===== config.mk =====
export PLATFORM = sky130hd
export DESIGN_NAME = sar_converter_sequencer
export DESIGN_NICKNAME = d
export VERILOG_FILES = /design/src/common/sar_seq_pkg.sv /design/src/core/converter_prescaler.sv /design/src/core/result_holder.sv /design/src/core/sar_converter_sequencer.sv
export SDC_FILE = /design/constraint.sdc
export NUM_CORES = 1
export LEC_CHECK = 0
export BUFFER_PORTS_ARGS = -buffer_cell sky130_fd_sc_hd__buf_2
export CORE_MARGIN = 2
export CORE_UTILIZATION = 40
export CTS_CLUSTER_SIZE = 16
export DETAILED_ROUTE_END_ITERATION = 7
export HOLD_SLACK_MARGIN = 0.02
export SYNTH_ARGS = -nofsm -noshare
export SYNTH_HDL_FRONTEND = slang
export SYNTH_HIERARCHICAL = 1
export SYNTH_SLANG_ARGS = --single-unit

===== constraint.sdc =====
create_clock -name clk_i -period 3.2 [get_ports clk_i]
set_clock_uncertainty 0.2 [all_clocks]
set_input_delay 0.48 -clock clk_i [delete_from_list [all_inputs] [get_ports clk_i]]
set_output_delay 0.48 -clock clk_i [all_outputs]
set_load 0.05 [all_outputs]

===== src/common/sar_seq_pkg.sv =====
// package: register map, field layout, timing constants and carriers
package sar_seq_pkg;

  // ***********************************************************
  // register map (byte addresses on the apb bus)
  // ***********************************************************
  localparam logic [7:0] OFF_CONTROL_STATUS = 8'h00; // control and status
  localparam logic [7:0] OFF_INPUT_SELECT   = 8'h04; // temporary select
  localparam logic [7:0] OFF_RESULT_LOW     = 8'h08; // low result byte
  localparam logic [7:0] OFF_RESULT_HIGH    = 8'h0C; // high result byte

  // ***********************************************************
  // control/status bit positions
  // ***********************************************************
  localparam int BIT_CONVERTER_ON = 7;   // converter_on
  localparam int BIT_START        = 6;   // conversion_start
  localparam int BIT_FREE_RUN     = 5;   // free_run_select
  localparam int BIT_DONE         = 4;   // conversion_done_flag
  localparam int BIT_IRQ_ENABLE   = 3;   // done_irq_enable
  localparam int DIV_MSB          = 2;   // clock_divider_select msb

  // ***********************************************************
  // reset values and selection codes
  // ***********************************************************
  localparam logic [7:0] CTRL_RESET   = 8'h00; // control after reset
  localparam logic [7:0] SELECT_RESET = 8'h00; // select after reset
  localparam logic [4:0] DIFF_FIRST   = 5'h0B; // first differential code
  localparam logic [4:0] DIFF_LAST    = 5'h1D; // last differential code

  // ***********************************************************
  // conversion timing in converter clock cycles
  // ***********************************************************
  localparam logic [4:0] NORMAL_LAST   = 5'h0C; // 13 cycles, last index
  localparam logic [4:0] EXTENDED_LAST = 5'h18; // 25 cycles, last index
  localparam logic [4:0] NORMAL_HOLD   = 5'h01; // hold at 1.5 cycles
  localparam logic [4:0] EXTENDED_HOLD = 5'h0D; // hold at 13.5 cycles
  localparam logic [9:0] FIRST_TRIAL   = 10'h200; // msb trial weight
  localparam int PRESCALE_WIDTH = 7;            // divide by up to 128

  // ***********************************************************
  // carriers
  // ***********************************************************
  typedef struct packed {
    logic [1:0] reference_select;    // reference choice
    logic       left_align;          // result alignment
    logic [4:0] channel_gain_select; // channel and gain
  } input_select_s;

endpackage


===== src/core/converter_prescaler.sv =====
// converter clock prescaler with rising and falling edge ticks
`timescale 1ns/100ps
module converter_prescaler #(
  parameter int WIDTH = sar_seq_pkg::PRESCALE_WIDTH
) (
  input  wire logic       clk_i,     // system clock
  input  wire logic       srst_i,    // synchronous reset
  input  wire logic       ce_i,      // clock enable
  input  wire logic       on_i,      // converter switched on
  input  wire logic [2:0] div_sel_i, // division select
  output logic            rise_o,    // converter clock rising edge
  output logic            fall_o     // converter clock falling edge
);

  logic [WIDTH-1:0] count_reg;  // free-running divider
  logic             prev_reg;   // tap value one cycle ago
  logic [2:0]       tap_index;  // tapped counter bit
  logic             tap_bit;    // current tap level

  // ratio 2 for codes 0 and 1, doubling per code above
  assign tap_index = (div_sel_i == 3'h0) ? 3'h0 : div_sel_i - 3'h1;
  assign tap_bit   = count_reg[tap_index];
  assign rise_o    = tap_bit & ~prev_reg;
  assign fall_o    = ~tap_bit & prev_reg;

  // ***********************************************************
  // counter, held in reset while the converter is off
  // ***********************************************************
  always_ff @(posedge clk_i) begin
    if (srst_i || (ce_i && !on_i)) begin
      count_reg <= '0;
      prev_reg  <= 1'b0;
    end else if (ce_i) begin
      count_reg <= count_reg + 1'b1;
      prev_reg  <= tap_bit;
    end
  end
endmodule // converter_prescaler


===== src/core/result_holder.sv =====
// result holder with low-then-high read lock
`timescale 1ns/100ps
module result_holder #(
  parameter int WIDTH = 10
) (
  input  wire logic             clk_i,     // system clock
  input  wire logic             srst_i,    // synchronous reset
  input  wire logic             ce_i,      // clock enable
  input  wire logic             write_i,   // conversion complete
  input  wire logic [WIDTH-1:0] data_i,    // finished code
  input  wire logic             rd_low_i,  // low byte read
  input  wire logic             rd_high_i, // high byte read
  output logic      [WIDTH-1:0] result_o,  // stored code
  output logic                  locked_o   // updates blocked
);

  logic [WIDTH-1:0] result_reg; // stored code
  logic             lock_reg;   // set by low read, cleared by high

  assign result_o = result_reg;
  assign locked_o = lock_reg;

  // ***********************************************************
  // store and lock
  // ***********************************************************
  always_ff @(posedge clk_i) begin
    if (srst_i) begin
      result_reg <= '0;
      lock_reg   <= 1'b0;
    end else if (ce_i) begin
      if (write_i && !lock_reg) begin
        result_reg <= data_i;
      end
      if (rd_low_i) begin
        lock_reg <= 1'b1;
      end else if (rd_high_i) begin
        lock_reg <= 1'b0;
      end
    end
  end
endmodule // result_holder


===== src/core/sar_converter_sequencer.sv =====
// successive-approximation converter sequencer with apb registers
//
// Contract
// - prescaler runs only while converter on
// - start waits for next converter clock rise
// - differential starts only on alternate rises
// - normal conversion lasts 13 converter cycles
// - first conversion after enable lasts 25
// - hold at 1.5 or 13.5 cycles
// - completion stores result, flags, clears start
// - free-run restarts at once, start stays set; a differential channel restarts one converter clock rise later
// - selections copied from temporary while idle
// - selection frozen until final conversion cycle
// - cpu halt in sleep starts a conversion
// - sleep conversion completion raises wake interrupt
// - single-ended code scales input to reference
// - differential code saturates at zero
// - mode bit picks single or free-running
// - low read blocks updates until high read
// - result right aligned, left when bit set
//
// Added by the designer: the APB interface to the registers and the address map.
`timescale 1ns/100ps
module sar_converter_sequencer #(
  parameter int ADDR_WIDTH = 8,  // apb address width
  parameter int CODE_WIDTH = 10  // converter resolution
) (
  input  wire logic                  clk_i,           // 40 MHz clock
  input  wire logic                  srst_i,          // sync reset
  input  wire logic                  ce_i,            // clock enable
  // apb slave
  input  wire logic                  psel,            // select
  input  wire logic                  penable,         // access phase
  input  wire logic                  pwrite,          // write
  input  wire logic [ADDR_WIDTH-1:0] paddr,           // byte address
  input  wire logic [31:0]           pwdata,          // write data
  output logic      [31:0]           prdata,          // read data
  output logic                       pready,          // ready
  output logic                       pslverr,         // error
  // cpu side
  input  wire logic                  sleep_halted_i,  // cpu halted
  input  wire logic                  irq_ack_i,       // irq serviced
  output logic                       done_irq_o,      // completion irq
  // analog side
  input  wire logic                  compare_i,       // input >= trial
  output logic      [4:0]            channel_gain_o,  // working channel
  output logic      [1:0]            reference_o,     // working reference
  output logic                       analog_on_o,     // analog enable
  output logic                       sample_hold_o,   // hold pulse
  output logic      [CODE_WIDTH-1:0] trial_code_o     // dac trial code
);

  // ***********************************************************
  // state
  // ***********************************************************
  logic                    on_reg;        // converter_on
  logic                    start_reg;     // conversion_start
  logic                    free_reg;      // free_run_select
  logic                    done_reg;      // conversion_done_flag
  logic                    irqen_reg;     // done_irq_enable
  logic [2:0]              div_reg;       // clock_divider_select
  sar_seq_pkg::input_select_s temp_reg;   // input_select_reg
  sar_seq_pkg::input_select_s work_reg;   // working selection
  logic                    busy_reg;      // conversion running
  logic                    ext_reg;       // running extended
  logic                    first_reg;     // next one is extended
  logic [4:0]              cyc_reg;       // rises since start
  logic [CODE_WIDTH-1:0]   trial_reg;     // trial code
  logic [CODE_WIDTH-1:0]   mask_reg;      // bit under test
  logic                    par_reg;       // rise parity since on
  logic                    hold_reg;      // sample_hold pulse
  logic                    irq_reg;       // interrupt output
  logic                    halt_prev_reg; // halt seen last cycle
  logic                    pready_reg;    // apb ready
  logic [31:0]             prdata_reg;    // apb read data
  logic                    pslverr_reg;   // apb error

  // ***********************************************************
  // decode and control terms
  // ***********************************************************
  wire logic rise_tick;          // converter clock rising edge
  wire logic fall_tick;          // converter clock falling edge
  wire logic [CODE_WIDTH-1:0] result_val; // stored code
  wire logic result_locked;      // result lock status

  wire logic [7:0] addr8       = paddr[7:0];
  wire logic hit_ctrl          = addr8 == sar_seq_pkg::OFF_CONTROL_STATUS;
  wire logic hit_sel           = addr8 == sar_seq_pkg::OFF_INPUT_SELECT;
  wire logic hit_low           = addr8 == sar_seq_pkg::OFF_RESULT_LOW;
  wire logic hit_high          = addr8 == sar_seq_pkg::OFF_RESULT_HIGH;
  wire logic hit_any           = hit_ctrl | hit_sel | hit_low | hit_high;
  wire logic bus_fire          = ce_i & psel & penable & pready_reg;
  wire logic wr_fire           = bus_fire & pwrite & hit_any;
  wire logic rd_fire           = bus_fire & ~pwrite;
  wire logic wr_ctrl           = wr_fire & hit_ctrl;
  wire logic wr_sel            = wr_fire & hit_sel;
  wire logic rd_low            = rd_fire & hit_low;
  wire logic rd_high           = rd_fire & hit_high;

  // differential codes come from the working channel
  wire logic is_diff = work_reg.channel_gain_select >=
                       sar_seq_pkg::DIFF_FIRST &&
                       work_reg.channel_gain_select <=
                       sar_seq_pkg::DIFF_LAST;
  wire logic [4:0] last_cyc = ext_reg ? sar_seq_pkg::EXTENDED_LAST
                                      : sar_seq_pkg::NORMAL_LAST;
  wire logic [4:0] hold_cyc = ext_reg ? sar_seq_pkg::EXTENDED_HOLD
                                      : sar_seq_pkg::NORMAL_HOLD;
  wire logic complete = busy_reg & rise_tick & (cyc_reg == last_cyc);
  wire logic edge_ok  = ~is_diff | ~par_reg;
  wire logic start_now = on_reg & start_reg & rise_tick & edge_ok &
                         (~busy_reg | (complete & free_reg));
  wire logic hold_now = busy_reg & fall_tick & (cyc_reg == hold_cyc);
  wire logic step_now = busy_reg & rise_tick & (|mask_reg) & ~complete;
  wire logic unlock   = ~busy_reg | (cyc_reg == last_cyc);
  wire logic sleep_go = sleep_halted_i & ~halt_prev_reg & on_reg &
                        ~busy_reg & ~start_reg & ~free_reg & irqen_reg;

  // next values of software-visible control
  wire logic on_next    = wr_ctrl ? pwdata[sar_seq_pkg::BIT_CONVERTER_ON]
                                  : on_reg;
  wire logic start_set  = (wr_ctrl & pwdata[sar_seq_pkg::BIT_START]) |
                          sleep_go;
  wire logic done_clear = irq_ack_i |
                          (wr_ctrl & pwdata[sar_seq_pkg::BIT_DONE]);
  wire logic done_next  = complete | (done_reg & ~done_clear);
  wire logic irqen_next = wr_ctrl ? pwdata[sar_seq_pkg::BIT_IRQ_ENABLE]
                                  : irqen_reg;

  // next trial after one comparison
  wire logic [CODE_WIDTH-1:0] kept  = compare_i ? trial_reg
                                                : trial_reg & ~mask_reg;
  wire logic [CODE_WIDTH-1:0] mask_half = mask_reg >> 1;

  // formatted result bytes
  wire logic [7:0] low_byte  = temp_reg.left_align
                               ? {result_val[1:0], 6'h00}
                               : result_val[7:0];
  wire logic [7:0] high_byte = temp_reg.left_align
                               ? result_val[9:2]
                               : {6'h00, result_val[9:8]};
  wire logic [7:0] ctrl_byte = {on_reg, start_reg, free_reg, done_reg,
                                irqen_reg, div_reg};
  wire logic [7:0] read_byte = hit_ctrl ? ctrl_byte
                             : hit_sel  ? temp_reg
                             : hit_low  ? low_byte
                             : hit_high ? high_byte
                             : 8'h00;

  // ***********************************************************
  // submodules
  // ***********************************************************
  converter_prescaler #(
    .WIDTH     (sar_seq_pkg::PRESCALE_WIDTH)
  ) u_prescaler (
    .clk_i     (clk_i),
    .srst_i    (srst_i),
    .ce_i      (ce_i),
    .on_i      (on_reg),
    .div_sel_i (div_reg),
    .rise_o    (rise_tick),
    .fall_o    (fall_tick)
  );

  result_holder #(
    .WIDTH     (CODE_WIDTH)
  ) u_result (
    .clk_i     (clk_i),
    .srst_i    (srst_i),
    .ce_i      (ce_i),
    .write_i   (complete),
    .data_i    (trial_reg),
    .rd_low_i  (rd_low),
    .rd_high_i (rd_high),
    .result_o  (result_val),
    .locked_o  (result_locked)
  );

  // ***********************************************************
  // apb slave: one wait state, then answer
  // ***********************************************************
  always_ff @(posedge clk_i) begin
    if (srst_i) begin
      pready_reg  <= 1'b0;
      prdata_reg  <= 32'h0000_0000;
      pslverr_reg <= 1'b0;
    end else if (ce_i) begin
      pready_reg <= psel & penable & ~pready_reg;
      if (psel && penable && !pready_reg) begin
        prdata_reg  <= {24'h000000, read_byte};
        pslverr_reg <= ~hit_any;  // unmapped address
      end else begin
        pslverr_reg <= 1'b0;
      end
    end
  end

  // ***********************************************************
  // control and status bits
  // ***********************************************************
  always_ff @(posedge clk_i) begin
    if (srst_i) begin
      on_reg    <= sar_seq_pkg::CTRL_RESET[sar_seq_pkg::BIT_CONVERTER_ON];
      start_reg <= sar_seq_pkg::CTRL_RESET[sar_seq_pkg::BIT_START];
      free_reg  <= sar_seq_pkg::CTRL_RESET[sar_seq_pkg::BIT_FREE_RUN];
      done_reg  <= sar_seq_pkg::CTRL_RESET[sar_seq_pkg::BIT_DONE];
      irqen_reg <= sar_seq_pkg::CTRL_RESET[sar_seq_pkg::BIT_IRQ_ENABLE];
      div_reg   <= sar_seq_pkg::CTRL_RESET[sar_seq_pkg::DIV_MSB:0];
      irq_reg   <= 1'b0;
      halt_prev_reg <= 1'b0;
    end else if (ce_i) begin
      on_reg    <= on_next;
      halt_prev_reg <= sleep_halted_i;
      if (wr_ctrl) begin
        free_reg <= pwdata[sar_seq_pkg::BIT_FREE_RUN];
        div_reg  <= pwdata[sar_seq_pkg::DIV_MSB:0];
      end
      irqen_reg <= irqen_next;
      // start: set wins over the hardware clear
      if (!on_next) begin
        start_reg <= 1'b0;
      end else if (start_set) begin
        start_reg <= 1'b1;
      end else if (complete && !free_reg) begin
        start_reg <= 1'b0;
      end
      done_reg <= done_next;
      irq_reg  <= done_next & irqen_next;
    end
  end

  // ***********************************************************
  // selection: temporary copy and working copy
  // ***********************************************************
  always_ff @(posedge clk_i) begin
    if (srst_i) begin
      temp_reg <= sar_seq_pkg::SELECT_RESET;
      work_reg <= sar_seq_pkg::SELECT_RESET;
    end else if (ce_i) begin
      if (wr_sel) begin
        temp_reg <= pwdata[7:0];
      end
      if (unlock && !start_now) begin
        work_reg <= temp_reg;
      end
    end
  end

  // ***********************************************************
  // conversion sequencing
  // ***********************************************************
  always_ff @(posedge clk_i) begin
    if (srst_i) begin
      busy_reg  <= 1'b0;
      ext_reg   <= 1'b0;
      first_reg <= 1'b1;
      cyc_reg   <= 5'h00;
      par_reg   <= 1'b0;
    end else if (ce_i) begin
      if (!on_reg) begin
        busy_reg  <= 1'b0;
        first_reg <= 1'b1;
        cyc_reg   <= 5'h00;
        par_reg   <= 1'b0;
      end else begin
        if (rise_tick) begin
          par_reg <= ~par_reg;
        end
        if (start_now) begin
          busy_reg  <= 1'b1;
          ext_reg   <= first_reg;
          first_reg <= 1'b0;
          cyc_reg   <= 5'h00;
        end else if (complete) begin
          busy_reg <= 1'b0;
        end else if (busy_reg && rise_tick) begin
          cyc_reg <= cyc_reg + 5'h01;
        end
      end
    end
  end

  // ***********************************************************
  // sample-and-hold and approximation
  // ***********************************************************
  always_ff @(posedge clk_i) begin
    if (srst_i) begin
      hold_reg  <= 1'b0;
      trial_reg <= '0;
      mask_reg  <= '0;
    end else if (ce_i) begin
      hold_reg <= hold_now;
      if (start_now) begin
        trial_reg <= '0;
        mask_reg  <= '0;
      end else if (hold_now) begin
        trial_reg <= sar_seq_pkg::FIRST_TRIAL;
        mask_reg  <= sar_seq_pkg::FIRST_TRIAL;
      end else if (step_now) begin
        trial_reg <= kept | mask_half;
        mask_reg  <= mask_half;
      end
    end
  end

  // ***********************************************************
  // outputs
  // ***********************************************************
  assign prdata         = prdata_reg;
  assign pready         = pready_reg;
  assign pslverr        = pslverr_reg;
  assign done_irq_o     = irq_reg;
  assign channel_gain_o = work_reg.channel_gain_select;
  assign reference_o    = work_reg.reference_select;
  assign analog_on_o    = on_reg;
  assign sample_hold_o  = hold_reg;
  assign trial_code_o   = trial_reg;
endmodule // sar_converter_sequencer


# [Word-level counts from Yosys, hierarchy flattened]
# Index checks and enable logic that the tools add are counted.
[word_totals] register_bits=84 latch_bits=0 ram_bits=0 romBits=0 in_bits=49 out_inout_bits=54 elab_cells=174 memories=0
[op_classes] addsub=3 multipliers=0 div_mod_pow=0 magnitude_cmp=3 eq_ne=11 shift=0 muxes=37 n_bitwise=60 reduce_logical=32
[op_table] cell="10-bit 2-to-1 mux" n=7
[op_table] cell="8-bit 2-to-1 mux" n=6
[op_table] cell="1-bit bitwise AND" n=35
[op_table] cell="5-bit 2-to-1 mux" n=5
[op_table] cell="2-bit AND reduction" n=11
[op_table] cell="8-bit by 4-bit == test with 1-bit output, second input constant" n=2
[op_table] cell="1-bit 2-to-1 mux" n=16
[op_table] cell="1-bit inverter" n=13
[op_table] cell="10-bit bitwise AND" n=1
[op_table] cell="10-bit inverter" n=1
[op_table] cell="10-bit by 9-bit OR with 10-bit output" n=1
[op_table] cell="10-bit OR reduction" n=1
[op_table] cell="3-bit by 1-bit inequality test with 1-bit output, second input constant" n=3
[op_table] cell="1-bit OR" n=9
[op_table] cell="8-bit by 3-bit == test with 1-bit output, second input constant" n=1
[op_table] cell="1-bit logical AND" n=8
[op_table] cell="8-bit zero test" n=1
[op_table] cell="7-bit by 1-bit adder with 7-bit output, second input constant" n=1
[op_table] cell="3-bit AND reduction" n=2
[op_table] cell="5-bit by 1-bit adder with 5-bit output, second input constant" n=1
[op_table] cell="5-bit by 4-bit == test with 1-bit output" n=1
[op_table] cell="5-bit == test" n=1
[op_table] cell="5-bit by 4-bit greater-or-equal comparator with 1-bit output, second input constant" n=1
[op_table] cell="5-bit <= comparator, second input constant" n=1
[op_table] cell="12 further kinds" n=17

# [Longest topological paths before layout]
# Gate-level depths: netlist of run 1.
[depth] word_depth=13 mapped_depth=13 mapped_depth_nobuf=12

# [Hierarchy]
# The synthesis of run 1 kept the hierarchy.
[modules_own_cells] mod="sar_converter_sequencer" instances=1 cells_each=375 area_each_um2=3309.4 seq_area_each_um2=1301.2
[modules_own_cells] mod="converter_prescaler" instances=1 cells_each=61 area_each_um2=510.5 seq_area_each_um2=160.2
[modules_own_cells] mod="result_holder" instances=1 cells_each=48 area_each_um2=491.7 seq_area_each_um2=220.2

# [Least setup slack after synthesis of run 1]
# Ideal clock, no wire load.
[synth_path] kind="register to register" startpoint="register div_reg[0]" endpoint="register mask_reg[0]" setup_time_ps=61 arrival_ps=2863 t_required_ps=2939 slack_ps=76 path_stages_with_launch=14 n_path_buf=2 period_less_slack_ps=3124 cell_sequence="dfxtp_1 > buf_6 > nor2_2 > ha_1 > nand2b_1 > a21oi_1 > o22ai_1 > o31a_1 > nor2_1 > nand2_1 > nor3_1 > nor4b_4 > buf_6 > a22o_1"
[synth_via] elab_chain_len=12 word_cells_on_any_way=24 classes_between="add/sub: 1; mux: 5; bitwise: 15; reduce/logical: 3"
[synth_rtl] element="start, declared" line_no="sar_converter_sequencer.sv:61" source="logic [2:0] div_reg;"
[synth_rtl] element="start signal, assigned" line_no="sar_converter_sequencer.sv:208" source="div_reg <= sar_seq_pkg::CTRL_RESET[sar_seq_pkg::DIV_MSB:0];"
[synth_rtl] element="start signal, assigned" line_no="sar_converter_sequencer.sv:216" source="div_reg <= pwdata[sar_seq_pkg::DIV_MSB:0];"
[synth_rtl] element="3-bit by 1-bit subtractor with 3-bit output or 3-bit zero test (tied branches)" line_no="converter_prescaler.sv:21" source="assign tap_index = (div_sel_i == 3'h0) ? 3'h0 : div_sel_i - 3'h1;"
[synth_rtl] element="3-bit 2-to-1 mux *" line_no="converter_prescaler.sv:21"
[synth_rtl] element="1-bit binary-select mux with 3-bit select *" line_no="converter_prescaler.sv:22" source="assign tap_bit = count_reg[tap_index];"
[synth_rtl] element="1-bit 2-to-1 mux (implied by the code) *" line_no="converter_prescaler.sv:22"
[synth_rtl] element="1-bit bitwise AND *" line_no="converter_prescaler.sv:23" source="assign rise_o = tap_bit & ~prev_reg;"
[synth_rtl] element="named net rise_tick" line_no="sar_converter_sequencer.sv:81" source="wire logic rise_tick;"
[synth_rtl] element="1-bit bitwise AND" line_no="sar_converter_sequencer.sv:109, sar_converter_sequencer.sv:114"
[synth_rtl] element="1-bit bitwise AND" line_no="sar_converter_sequencer.sv:109" source="wire logic complete = busy_reg & rise_tick & (cyc_reg == last_cyc);"
[synth_rtl] element="1-bit bitwise AND" line_no="sar_converter_sequencer.sv:112" source="(~busy_reg | (complete & free_reg));"
[synth_rtl] element="1-bit OR" line_no="sar_converter_sequencer.sv:112"
[synth_rtl] element="1-bit bitwise AND" line_no="sar_converter_sequencer.sv:111" source="wire logic start_now = on_reg & start_reg & rise_tick & edge_ok &"
[synth_rtl] element="3-bit nonzero test (no line)"
[synth_rtl] element="2-bit AND reduction (no line)"
[synth_rtl] element="end signal, assigned" line_no="sar_converter_sequencer.sv:298" source="mask_reg <= sar_seq_pkg::FIRST_TRIAL;"
[synth_rtl] element="end signal, assigned" line_no="sar_converter_sequencer.sv:301" source="mask_reg <= mask_half;"
[synth_rtl] element="end, declared" line_no="sar_converter_sequencer.sv:69" source="logic [CODE_WIDTH-1:0] mask_reg;"
# The timed path passes the listed nets; every way through them passes the cells marked *. The select of a mux whose other input is x is not followed.
# A chain may end at the register's enable or synchronous reset.

# [Final worst setup path of run 1]
[layout_path] startpoint="register div_reg[2]" endpoint="register trial_reg[2], in the netlist trial_code_o[2]"
[layout_via] elab_chain_len=12 word_cells_on_any_way=24 classes_between="add/sub: 1; mux: 5; bitwise: 15; reduce/logical: 3"
[layout_rtl] element="3-bit by 1-bit subtractor with 3-bit output or 3-bit zero test (tied branches)" line_no="converter_prescaler.sv:21"
[layout_rtl] element="3-bit 2-to-1 mux *" line_no="converter_prescaler.sv:21"
[layout_rtl] element="1-bit binary-select mux with 3-bit select *" line_no="converter_prescaler.sv:22"
[layout_rtl] element="1-bit 2-to-1 mux (implied by the code) *" line_no="converter_prescaler.sv:22"
[layout_rtl] element="1-bit bitwise AND *" line_no="converter_prescaler.sv:23"
[layout_rtl] element="named net rise_tick" line_no="sar_converter_sequencer.sv:81"
[layout_rtl] element="1-bit bitwise AND" line_no="sar_converter_sequencer.sv:109, sar_converter_sequencer.sv:114"
[layout_rtl] element="1-bit bitwise AND" line_no="sar_converter_sequencer.sv:109"
[layout_rtl] element="1-bit bitwise AND" line_no="sar_converter_sequencer.sv:112"
[layout_rtl] element="1-bit OR" line_no="sar_converter_sequencer.sv:112"
[layout_rtl] element="1-bit bitwise AND" line_no="sar_converter_sequencer.sv:111"
[layout_rtl] element="3-bit nonzero test (no line)"
[layout_rtl] element="2-bit AND reduction (no line)"
[layout_rtl] element="end signal, assigned" line_no="sar_converter_sequencer.sv:297" source="trial_reg <= sar_seq_pkg::FIRST_TRIAL;"
[layout_rtl] element="end signal, assigned" line_no="sar_converter_sequencer.sv:300" source="trial_reg <= kept | mask_half;"
[layout_rtl] element="end, declared" line_no="sar_converter_sequencer.sv:68" source="logic [CODE_WIDTH-1:0] trial_reg;"
# Marked as above.

==> results of run 1 <==
-- area by class of cell --
cell class	instances	area share
well taps	136	0.0347
flip-flops and latches	84	0.343
clock buffers	10	0.0261
inverters	17	0.0130
clock inverters	5	0.00613
multi-input cells	359	0.483
repair buffers	74	0.0935
-- critical path, cell delays in order (launching register included) --
cell and delay, ns:
dfxtp_1 0.34, inv_1 0.05, ha_2 0.22, nand2b_1 0.15
a21oi_1 0.18, o22ai_1 0.11, o31a_1 0.28, nor2_2 0.17
buf_4 0.15, nand3_1 0.13, a211oi_4 0.32, buf_12 0.17
nor4b_4 0.05, buf_12 0.16, a22o_1 0.23
-- power breakdown --
| group | internal (mW) | switching, mW |
|---|---|---|
| Clock | 0.274 | 0.385 |
| Sequential | 1.05 | 0.00323 |
| Combinational | 0.0404 | 0.128 |
-- worst paths after layout --
path / endpoint / depth (start not counted)
max: trial_code_o[2] / 14
min: free_reg / 3
max reg2reg: trial_code_o[2] / 14
min reg2reg: prdata[5] / 2
-- cell usage in the layout, fill, tap and decap left out, types with 4 or more instances in the layout --
cell / count
a22oi_1: 5
nand3_1: 16
a221oi_1: 5
or3_1: 5
and3_1: 4
nand3b_1: 4
mux2i_1: 29
a21oi_1: 44
ha_1: 5
or4_1: 5
nor3_1: 4
dfxtp_1: 84
a22o_1: 18
clkbuf_8: 9
conb_1: 24
nand2b_1: 40
nand2_1: 22
nor2_1: 37
buf_4: 17
inv_1: 17
o21ai_0: 21
buf_2: 54
o221ai_1: 4
-- stage by stage --
| step | worst slack, ns | setup TNS (ns) |
|---|---|---|
| after floorplan | 0.0764 | 0 |
| after global placement | 0.0192 | 0 |
| after detailed placement | -0.0874 | -1.46 |
| after CTS | 0.0501 | 0 |
| after global routing | 0.0101 | 0 |
| final | 0.186 | 0 |
-- per-layer routing --
metal	up-vias	track usage	routed length, microns
li1	1808	-	-
met1	1709	0.246	4940
met2	86	0.282	4780
met3	12	0.0502	456
met4	0	0.0705	150
met5	-	0	0
-- repair_timing --
| item | in CTS | in global routing |
|---|---|---|
| gates resized for setup | 0 | 3 |
| setup buffers | 1 | 0 |
| endpoints found under the setup margin | 18 | 29 |
| hold buffers | 0 | 0 |
-- cell families after synthesis --
group / share of synthesized area
and+or+nand+nor: 0.215
AOI/OAI and AO/OA: 0.216
DFF: 0.390
buffers and inverters: 0.0830
muxes: 0.0699
adders and majority gates: 0.0174
xor gates and xnor gates: 0.00813
other: 0.000870
==> key figures, run 1 <==
Finish
  – Design Area, Final: 4900 sq um
  – Fillers: 1,022
  – Inserted Diodes: 0
  – Footprint of the multi-input gates: 2370 sq um
  – Layout cells sized above 1: 0.195
  – Post-Layout Cell Count: 685
  – Register area: 1680 sq um
  – Area grow syn2layout: 13.6%
  – Fin nets: 600
  – Final Util: 0.470

Setup path
  – Critical path class: reg2reg
  – Worst Path Max Fanout: 18
  – CP required: 3.25 ns
  – Crit path launch type: register
  – CP Capture Type: register
  – Start point of the critical path: div_reg[2]
  – FF-to-FF Start: div_reg[2]
  – R2R Setup Slk: 0.19 ns
  – WP data arrival: 3.07 ns

Clock network
  – TritonCTS Buffers: 9
  – Skew-Pair Late Insertion Delay: 0.36 ns
  – CTS root buf: clkbuf_8
  – CTS sink cnt: 84
  – Clock Tree Buf Depth: 2
  – H-tree depth: 3
  – Clock transition at the registers of the reported paths: 0.08 ns
  – CTS tree: yes

Detailed routing
  – DRC: 0
  – Final wirelength: 10.3 mm
  – WL per Instance: 15.1 microns
  – Via/cell ratio: 5.28
  – Final ANT Viol Nets: 0
  – DR pass1 iterations: 4
  – Via count: 3,615
  – DR iter-0 viols: 212

Yosys
  – Leading area contributor after synthesis: dfxtp_1
  – Yosys top cell area share: 0.390
  – Mapped Area: 4310 sq um
  – Dominant cell by count in the synthesized netlist: dfxtp_1
  – Sequential fraction of the synthesis area: 0.390
  – Top cells by count, synth: dfxtp_1, a21oi_1, nand2b_1
  – Netlist cell types: 68
  – Synth Area per Inst: 8.91 sq um
  – Async SR Flop Fraction: 0
  – Synth top area cells: dfxtp_1, mux2i_1, nand2b_1, a21oi_1, buf_4
  – Number of synthesized flops with an enable pin: 0
  – Yosys warns: 6
  – Yosys reg bits: 84
  – Post-synth top flop: dfxtp_1
  – Mapped Cells: 484

Global routing
  – Largest net degree at the start of global routing: 41
  – Total track usage: 0.184
  – First-pass GRT wire length: 16.7 mm
  – Initial antenna violation count: 0
  – Grt total ovfl: 0
  – Vias in the first global route: 3,392

Pwr
  – PwrDens: 384 nW/um^2
  – Overall Power: 1.88 mW
  – Leak Pwr: 1.89 nW
  – Worst vdd ir: 0.176 mV

Timing
  – Max-slew violations: 0
  – Final period util: 0.942
  – Worst Hold Margin: 0.182 ns
  – RSZ-0062 raised after global routing: no
  – Worst slew margin: 0.517
  – Final count of hold timing violations: 0
  – Setup violations, final: 0
  – Maximum clock frequency: 332 MHz
  – Minimum clock period: 3.01 ns
  – Worst slew pin tran: 0.725 ns

Die
  – Die ar.: 11,600 sq um
  – Die Width: 108 microns
  – Die Y: 108 microns
  – Initial Util: 0.414
  – Row count: 37
  – Placeable Area: 10,400 sq um
  – IO Count: 103

Run
  – Maxcap violations: 0

Outcome
  – Status: finished clean

Placement
  – Port bufs: 54
  – Final GP Congestion: 0.835
  – Post-DP HPWL: 7.46 mm
  – # placed instances: 669
  – Post-Place Cell Area: 4710 sq um

Worst hold path
  – Hold Startpoint: pwdata[5]
  – Worst hold-check path type: in2reg
Power figures use the tool's default switching activity.
==> run 2: changes to the inputs <==
- clock period: 3.2 -> 3.9 ns (I/O delays scaled with it)
==> key figures, run 2 (same netlist as run 1, synthesis figures left out) <==
Outcome
  – Status: finished clean

Global routing
  – Vias in the first global route: 3,306 (-2.5%)
  – Grt total ovfl: 0 (unchanged)
  – First-pass GRT wire length: 16.5 mm (-1.1%)
  – Total track usage: 0.180 (-0.00431)
  – Largest net degree at the start of global routing: 50 (+22%)
  – Initial antenna violation count: 0 (unchanged)

Finish
  – Fin nets: 589 (-1.8%)
  – Area grow syn2layout: 12.3%
  – Layout cells sized above 1: 0.174 (-0.0205)
  – Commonest non-fill, non-tap cell in the layout: dfxtp_1
  – Design Area, Final: 4840 sq um (-1.1%)
  – Inserted Diodes: 0 (unchanged)
  – Most frequent cells in the layout: dfxtp_1, buf_2, a21oi_1, nand2b_1, nor2_1

Setup path
  – Worst Path Max Fanout: 17 (-1)
  – Critical Path Max Stage Delay: 0.55 ns (+0.21 ns)
  – CP cell instances: nor2_2, ha_1, nand2b_1, a21oi_1, o22ai_1, o31a_1, nor2_1, nand3_1, a211oi_4, nor4b_4, buf_12, a22o_1
  – CP Capture Type: register
  – WP data arrival: 3.61 ns (+0.54 ns)
  – Worst R2R End: trial_code_o[1]
  – CP required: 3.95 ns (+0.70 ns)
  – Cells on worst reg2reg path: 12 (-2)
  – CP max stage cell: dfxtp_1
  – Critical path class: reg2reg
  – Crit path launch type: register
  – R2R Setup Slk: 0.34 ns (+0.15 ns)
  – FF-to-FF Start: div_reg[0]

Clock network
  – TritonCTS Buffers: 9 (unchanged)
  – Clock Tree Buf Depth: 2 (unchanged)
  – # resized after CTS: 0 (unchanged)
  – CTS tree: yes
  – CTS root buf: clkbuf_8
  – H-tree depth: 3 (unchanged)
  – Clock transition at the registers of the reported paths: 0.08 ns (about the same)
  – CTS sink cnt: 84 (unchanged)
  – Skew-Pair Late Insertion Delay: 0.36 ns (about the same)

Pwr
  – Combinational share of power: 0.081 (-0.009)
  – Power share of the clock group: 0.408 (+0.057)
  – Reg power frac: 0.511 (-0.049)
  – Switch Pwr: 420 uW (-19%)
  – Pint: 1.27 mW (-7.0%)
  – PwrDens: 349 nW/um^2 (-9.1%)
  – Leak Pwr: 1.87 nW (-1.2%)
  – Sw frac: 0.249 (-0.0260)
  – Worst vdd ir: 0.176 mV (about the same)

Placement
  – Port bufs: 54 (unchanged)
  – Final GP Congestion: 0.774 (-7.3%)
  – Setup slack at placement: 0.161 ns (+0.248 ns)
  – Post-DP HPWL: 7.36 mm (-1.3%)
  – Post-Place Cell Area: 4600 sq um (-2.3%)

Detailed routing
  – Via count: 3,595 (-0.55%)
  – Via/cell ratio: 5.33 (+0.92%)
  – Final ANT Viol Nets: 0 (unchanged)
  – Final wirelength: 10.2 mm (-1.3%)
  – DR pass1 iterations: 4 (unchanged)
  – DR iter-0 viols: 171 (-19%)
  – WL per Instance: 15.1 microns (+0.16%)
  – DRC: 0 (unchanged)

Timing
  – Final period util: 0.913 (-0.0290)
  – Final count of hold timing violations: 0 (unchanged)
  – Worst slew margin: 0.567 (+0.0505)
  – Minimum clock period: 3.56 ns (+0.546 ns)
  – TNS Setup: 0 ns (unchanged)
  – Maximum clock frequency: 281 MHz (-15%)
  – Setup violations, final: 0 (unchanged)
  – Max-slew violations: 0 (unchanged)
  – Worst Hold Margin: 0.257 ns (+0.0750 ns)
  – RSZ-0062 raised after global routing: no
  – Worst slew pin tran: 0.642 ns (-0.0825 ns)
  – Final setup margin: 0.339 ns (+0.154 ns)

Worst hold path
  – Hold path depth: 2 (-1)
  – Hold Startpoint: prdata[1]
  – Worst hold-check path type: reg2reg
  – Worst Hold End: prdata[1]

Run
  – Maxcap violations: 0 (unchanged)

Die
  – Initial Util: 0.414 (unchanged)
  – IO Count: 103 (unchanged)
  – Row count: 37 (unchanged)
  – Placeable Area: 10,400 sq um (unchanged)
  – Die ar.: 11,600 sq um (unchanged)
  – Die Y: 108 microns (unchanged)
  – Die Width: 108 microns (unchanged)
## run 2: cell count changes in the layout (fill, tap and decap cells not counted), sizes merged
| cell | before | now |
|---|---|---|
| bufinv | 0 | 2 |
| buf | 74 | 63 |
| clkinvlp | 2 | 0 |
| clkbuf | 10 | 11 |
## run 2: critical path, delay by kind of cell, from the launching register on
kind                       cells  cell delay [ns]
AOI/OAI and AO/OA              5             1.28
and+or+nand+nor                5             0.92
DFF                            1             0.55
adders and majority gates      1             0.30
buffers and inverters          1             0.18
## run 2: final cells by class
class / instances / area, sq um
fillers: 1010 / 5580
multi-input cells: 359 / 2360
flip-flops and latches: 84 / 1680
repair buffers: 63 / 350
well taps: 136 / 170
clock buffers: 11 / 141
clock inverters: 5 / 75.1
inverters: 17 / 63.8
## run 2: per-stage QoR
step                instances  total power [mW]   util
floorplan                 507              1.01      -
global placement          658              1.02  0.442
detailed placement        658              1.02  0.442
CTS                       674              1.70  0.463
global route              675              1.75  0.465
finish                    675              1.69  0.465
## run 2: power groups by stage
stage / Clock (mW) / Sequential (mW) / Combinational [mW]
global placement: 0 / 0.883 / 0.134
floorplan: 0 / 0.885 / 0.121
global route: 0.739 / 0.863 / 0.148
CTS: 0.705 / 0.862 / 0.136
finish: 0.688 / 0.862 / 0.137
detailed placement: 0 / 0.883 / 0.136
## run 2: metal layers
layer | track usage | part of all wire | vias to the layer above
met3 | 0.0272 | 0.038 | 11
li1 | - | - | 1796
met4 | 0.0742 | 0.016 | 0
met2 | 0.286 | 0.46 | 81
met1 | 0.242 | 0.48 | 1707
met5 | 0 | 0 | -
## run 2: timing repair
action                     in CTS  in global routing
buffers inserted                0                  1
setup endpoints to repair       0                 18
hold buffers                    0                  0
## run 2: worst max path at each step
stage               start         endpoint  slack (ns)  cells after the start
2_1_floorplan  div_reg[0]      mask_reg[0]        0.78                     13
3_3_place_gp   div_reg[0]      mask_reg[5]        0.26                     11
3_5_place_dp   div_reg[0]  trial_code_o[1]        0.16                     11
4_1_cts        div_reg[0]  trial_code_o[1]        0.13                     11
5_1_grt        div_reg[0]   reference_o[0]        0.10                     12
6_report       div_reg[0]  trial_code_o[1]        0.34                     12
